File: src/rtl/ddrop_port.sv
// constants and top module of the dual channel ddr sample output port
//
// Function
// - each 16-bit sample leaves on eight pairs, two bits per pair per clock
// - odd bit of every pair is driven first, then the even bit
// - forwarded clock runs at exactly the sampling clock frequency
// - exactly one whole sample word per channel in each forwarded clock cycle
package ddrop_pkg;
  localparam int unsigned SAMPLE_W   = 16;
  localparam int unsigned PAIR_N     = 8;
  localparam int unsigned FIFO_W     = 32;
  localparam int unsigned FIFO_DEPTH = 8;
endpackage : ddrop_pkg

`timescale 1ns/1ps
`default_nettype none

module ddrop_port (
  // clock and reset
  input  wire logic                           clk_in,
  input  wire logic                           rst_in,
  // sampling clock pin, asynchronous to clk_in
  input  wire logic                           sample_clock_in,
  // sample words from the converter core
  input  wire logic                           sample_valid_in,
  input  wire logic [ddrop_pkg::SAMPLE_W-1:0] chan_a_sample_in,
  input  wire logic [ddrop_pkg::SAMPLE_W-1:0] chan_b_sample_in,
  output logic                                sample_ready_out,
  // ddr link
  output logic                                forwarded_sample_clock_out,
  output logic [ddrop_pkg::PAIR_N-1:0]        chan_a_ddr_pairs_out,
  output logic [ddrop_pkg::PAIR_N-1:0]        chan_b_ddr_pairs_out,
  // status
  output logic                                underrun_out
);
  import ddrop_pkg::*;

  // s1 to s3 form the synchroniser and edge detector on the sampling clock pin
  typedef struct packed {
    logic                s1;
    logic                s2;
    logic                s3;
    logic [FIFO_W-1:0]   word;
    logic                clk_o;
    logic [PAIR_N-1:0]   a_pairs;
    logic [PAIR_N-1:0]   b_pairs;
    logic                underrun;
  } ddrop_port_s;

  ddrop_port_s       q;
  ddrop_port_s       d;
  logic              rise;
  logic              fall;
  logic              fifo_valid;
  logic [FIFO_W-1:0] fifo_data;
  logic [FIFO_W-1:0] nxt_word;
  logic [PAIR_N-1:0] odd_nxt_a;
  logic [PAIR_N-1:0] odd_nxt_b;
  logic [PAIR_N-1:0] odd_cur_a;
  logic [PAIR_N-1:0] odd_cur_b;
  logic [PAIR_N-1:0] even_cur_a;
  logic [PAIR_N-1:0] even_cur_b;

  // edges are found from the second and third stages only
  // limitation: each sampling clock phase must last at least one clk_in cycle or edges are missed
  assign rise = q.s2 & ~q.s3;
  assign fall = ~q.s2 & q.s3;

  // on an empty buffer the last word is repeated so the link never stalls
  assign nxt_word = fifo_valid ? fifo_data : q.word;

  // a pop is asked on every detected rising edge; an empty buffer simply ignores it
  ddrop_fifo #(
    .WIDTH (FIFO_W),
    .DEPTH (FIFO_DEPTH)
  ) u_fifo (
    .clk_in        (clk_in),
    .rst_in        (rst_in),
    .in_valid_in   (sample_valid_in),
    .in_data_in    ({chan_a_sample_in, chan_b_sample_in}),
    .in_ready_out  (sample_ready_out),
    .out_valid_out (fifo_valid),
    .out_data_out  (fifo_data),
    .out_ready_in  (rise)
  );

  // pair k carries bits 2k+1 and 2k of each channel word
  for (genvar k = 0; k < PAIR_N; k++) begin : g_pair
    assign odd_nxt_a[k]  = nxt_word[SAMPLE_W + 2*k + 1];
    assign odd_nxt_b[k]  = nxt_word[2*k + 1];
    assign odd_cur_a[k]  = q.word[SAMPLE_W + 2*k + 1];
    assign odd_cur_b[k]  = q.word[2*k + 1];
    assign even_cur_a[k] = q.word[SAMPLE_W + 2*k];
    assign even_cur_b[k] = q.word[2*k];
  end

  always_comb begin
    d    = q;
    d.s1 = sample_clock_in;
    d.s2 = q.s1;
    d.s3 = q.s2;
    if (rise) begin
      d.word     = nxt_word;
      d.underrun = ~fifo_valid;
      d.clk_o    = 1'b1;
      d.a_pairs  = odd_nxt_a;
      d.b_pairs  = odd_nxt_b;
    end else if (fall) begin
      d.clk_o    = 1'b0;
      d.a_pairs  = even_cur_a;
      d.b_pairs  = even_cur_b;
    end
  end

  always_ff @(posedge clk_in) begin
    if (rst_in) begin
      q <= '0;
    end else begin
      q <= d;
    end
  end

  assign forwarded_sample_clock_out = q.clk_o;
  assign chan_a_ddr_pairs_out       = q.a_pairs;
  assign chan_b_ddr_pairs_out       = q.b_pairs;
  assign underrun_out               = q.underrun;
endmodule : ddrop_port

`default_nettype wire

File: src/rtl/ddrop_fifo.sv
// parameterised valid/ready fifo buffering sample words ahead of the ddr output stage
`timescale 1ns/1ps
`default_nettype none

module ddrop_fifo #(
  parameter int unsigned WIDTH = 32,
  parameter int unsigned DEPTH = 8
) (
  // clock and reset
  input  wire logic             clk_in,
  input  wire logic             rst_in,
  // fill side
  input  wire logic             in_valid_in,
  input  wire logic [WIDTH-1:0] in_data_in,
  output logic                  in_ready_out,
  // drain side
  output logic                  out_valid_out,
  output logic [WIDTH-1:0]      out_data_out,
  input  wire logic             out_ready_in
);
  // depth must be a power of two: pointers wrap by overflow
  localparam int unsigned AW = $clog2(DEPTH);
  localparam int unsigned CW = AW + 1;

  typedef struct packed {
    logic [DEPTH-1:0][WIDTH-1:0] mem;
    logic [AW-1:0]               wr;
    logic [AW-1:0]               rd;
    logic [CW-1:0]               cnt;
    logic                        rdy;
  } ddrop_fifo_s;

  ddrop_fifo_s q;
  ddrop_fifo_s d;
  logic        push;
  logic        pop;

  always_comb begin
    d    = q;
    push = in_valid_in & q.rdy;
    pop  = out_ready_in & (q.cnt != '0);
    if (push) begin
      d.mem[q.wr] = in_data_in;
      d.wr        = q.wr + AW'(1);
    end
    if (pop) begin
      d.rd = q.rd + AW'(1);
    end
    d.cnt = q.cnt + CW'(push) - CW'(pop);
    // ready is registered, so a pop frees a slot one cycle later
    d.rdy = (d.cnt != CW'(DEPTH));
  end

  always_ff @(posedge clk_in) begin
    if (rst_in) begin
      q     <= '0;
      q.rdy <= 1'b1;
    end else begin
      q <= d;
    end
  end

  assign in_ready_out  = q.rdy;
  assign out_valid_out = (q.cnt != '0);
  assign out_data_out  = q.mem[q.rd];

endmodule : ddrop_fifo

`default_nettype wire

File: config.mk
export PLATFORM = sky130hd
export DESIGN_NAME = ddrop_port
export DESIGN_NICKNAME = d
export VERILOG_FILES = /design/src/rtl/ddrop_port.sv /design/src/rtl/ddrop_fifo.sv
export SDC_FILE = /design/constraint.sdc
export NUM_CORES = 1
export LEC_CHECK = 0
export ABC_AREA = 1
export BUFFER_PORTS_ARGS = -buffer_cell sky130_fd_sc_hd__buf_4
export CELL_PAD_IN_SITES_DETAIL_PLACEMENT = 0
export CELL_PAD_IN_SITES_GLOBAL_PLACEMENT = 1
export CORE_AREA = 5 5 193 195
export CTS_CLUSTER_DIAMETER = 30
export CTS_CLUSTER_SIZE = 14
export DETAILED_ROUTE_END_ITERATION = 7
export DIE_AREA = 0 0 198 200
export PLACE_DENSITY = 0.77
export SLEW_MARGIN = 40
export SYNTH_ARGS = -nofsm -noshare
export SYNTH_HDL_FRONTEND = slang
export SYNTH_SLANG_ARGS = --single-unit
File: constraint.sdc
create_clock -name clk_in -period 3 [get_ports clk_in]
set_clock_uncertainty 0.2 [all_clocks]
set_input_delay 0.3 -clock clk_in [delete_from_list [all_inputs] [get_ports clk_in]]
set_output_delay 0.3 -clock clk_in [all_outputs]
set_load 0.02 [all_outputs]
==> run_results.csv <==
group,metric,value,unit
run_status,outcome,"finished clean",
clock_network,clockBufferDepth,3,
timing,setup_viol,0,
clock_network,clkTransAtPathRegs,0.04,ns
critical_path,crit_arrival,2.67,ns
timing,rsz0062_at_grt,"false",
global_route,first_global_vias,11900,
timing,finalCriticalPeriod,2.44,ns
routing,drt-total-wl,41000,µm
synth,yosysWarningCount,0,
clock_network,htreeDepth,3,
clock_network,hold_buffers,36,
routing,vias_per_cell,5.05,
finish,final_util,49.1,%
critical_path,path_delay_family,"adder cells",
timing,fmax,409,MHz
pwr,power.density,874,nW/µm²
critical_path,start_kind,"flop",
synth,synth_cells,1920,
die,fp.dieH,200,µm
place,io_buffers,54,
run,maxCapViolations,0,
clock_network,worstSkewPairLatency,0.56,ns
clock_network,cts_buffers,75,
critical_path,r2r_slack,0.56,ns
synth,synth.avg_cell_area,7.24,µm²
finish,final_common_cell,"dfxtp_1",
global_route,grt.total_usage,20.7,%
critical_path,critical_path_buf_inv_count,4,
critical_path,path_cells,"inv_1 -> ha_1 -> nand2_1 -> nand2_1 -> inv_1 -> ha_1 -> inv_1 -> ha_1 -> inv_1 -> fa_1 -> xnor2_1 -> nor2_1 -> nand4_1",
finish,nNetsFinal,2002,
global_route,grt-ovfl-total,0,
synth,async_reset_ff_share,0,%
critical_path,path_max_fanout,3,
routing,post-route-drc-count,0,
timing,finalCritPeriodShare,81.4,%
synth,synth_cell_types,27,
die,core-area,35200,µm²
die,die_w,198,µm
die,fp-row-count,69,
clock_network,clkSinkCount,320,
die,io_pins,55,
clock_network,cts.root.buffer_cell,"clkbuf_16",
routing,detail-route-antenna-nets,0,
place,hpwl,22800,µm
critical_path,worst_path_max_delay_cell,"fa_1",
routing,first_pass_iters,6,
clock_network,postCtsResizedCells,0,
synth,syn-cell-area,13900,µm²
synth,ys_ff_latch,320,
timing,drv_slew,0,
synth,yosys.area.top_type,"dfxtp_1",
timing,worst_pin_slew,0.822,ns
critical_path,crit_required,3.22,ns
finish,layout-drive-gt1-share,11.3,%
critical_path,cp_slowest_stage_delay,0.40,ns
critical_path,crit_top_cell,"inv_1",
synth,yosys-top-cells-area,"dfxtp_1, o21ai_0, a21oi_1",
global_route,grt_first_pass_wirelength,65500,µm
synth,synth_edf_count,0,
critical_path,worstSetupEndpointType,"flop",
synth,seq_area_frac_synth,46.1,%
routing,route.detailed.wl_per_inst,16.5,µm
timing,hold_viol_final,0,
routing,via_count,12500,
finish,syn_to_final_growth,24.4,%
pwr,p_leak,6.84,nW
timing,tns,0,ns
routing,drt_iter0_drc,796,
clock_network,cts_setup_buffers,0,
finish,layout_common_cells,"dfxtp_1, o21ai_0, a21oi_1, nand2_1, inv_1",
synth,post-synth-top-area-fraction,46.1,%
critical_path,critPathKind,"reg2reg",
die,initial_core_util,39.4,%
pwr,ir_worst_vdd,0.483,mV
place,place.gp.congestion,0.761,
die,die_area,39600,µm²
clock_network,tritoncts,"yes",
global_route,grt_max_degree,141,
global_route,grt_antenna_before_repair,2,
synth,synth_fp_nets,1965,
hold_path,min_path_type,"reg2reg",
timing,slew-limit-headroom,45.2,%
synth,synth_flop_cell,"dfxtp_1",
## metal layers
metal	GRT usage (%)	wire length, µm
met5	0	0
met2	34.5	19400
met3	3.84	2120
met1	27.3	18500
met4	6.61	927
## flip-flops by register name, summed over array words and instances (netlist names)
signal	count
odd_cur_a	8
q	1
d	2
even_cur_b	8
chan_a_ddr_pairs_out	8
chan_b_ddr_pairs_out	8
forwarded_sample_clock_out	1
u_fifo.q	266
u_fifo.in_ready_out	1
underrun_out	1
even_cur_a	8
odd_cur_b	8
## cell families after synthesis
| kind of cell | count (synthesis) | synth area share (%) |
|---|---|---|
| adder cells (fa/ha/maj) | 9 | 0.865 |
| buffers and inverters | 392 | 12.4 |
| AO/OA/AOI/OAI | 614 | 22.7 |
| AND/OR/NAND/NOR | 583 | 17.8 |
| flip-flops | 320 | 46.1 |
| XOR/XNOR | 2 | 0.126 |
## report_power, final
part	internal [mW]	total, mW	switching, mW	leakage (nW)
combinational	0.712	2.03	1.32	2.97
clock	5.75	8.21	2.45	1.26
sequential	4.68	4.87	0.189	2.60
## per-stage QoR
step | power [mW] | setup slack (ns) | hold slack (ns) | area, µm² | cells
floorplan | 6.41 | 0.551 | 0.188 | 13900 | 1920
global placement | 6.88 | 0.592 | 0.206 | 14300 | 2304
detailed placement | 6.92 | 0.603 | 0.202 | 14300 | 2305
CTS | 15.2 | 0.534 | 0.210 | 17300 | 2477
global route | 15.8 | 0.386 | 0.255 | 17300 | 2479
finish | 15.1 | 0.558 | 0.205 | 17300 | 2479
## Yosys cell counts (all sizes together), types with 2 or more instances
cell and n:
nor2 163, dfxtp 320, xnor2 2, clkbuf 60
ha 8, o211ai 32, o21ai 324, nand2 259
buf 97, a21oi 258, inv 235, nand3 159
## worst min-delay path: cells and delay by family, from the launching register on
kind | cells | cell delay, ns
DFF | 1 | 0.29
buffers and inverters | 1 | 0.04
and+or+nand+nor | 1 | 0.03
## cell type report
| class | count | area [µm²] |
|---|---|---|
| Clock inverter | 28 | 394 |
| Clock buffer | 108 | 2200 |
| Fill cell | 3447 | 17900 |
| Tap cell | 461 | 577 |
| Antenna cell | 2 | 5.00 |
| Sequential cell | 320 | 6410 |
| Multi-Input combinational cell | 1208 | 5780 |
| Inverter | 235 | 887 |
| Timing Repair Buffer | 117 | 1030 |
## path summary, 6_finish.rpt
kind / from / endpoint / depth (start not counted)
max reg2reg: u_fifo.q[3] / u_fifo.in_ready_out / 13
max: u_fifo.q[3] / u_fifo.in_ready_out / 13
min reg2reg: d[51] / d[50] / 2
min: d[51] / d[50] / 2
No activity file was read; power rests on OpenSTA's default activity.
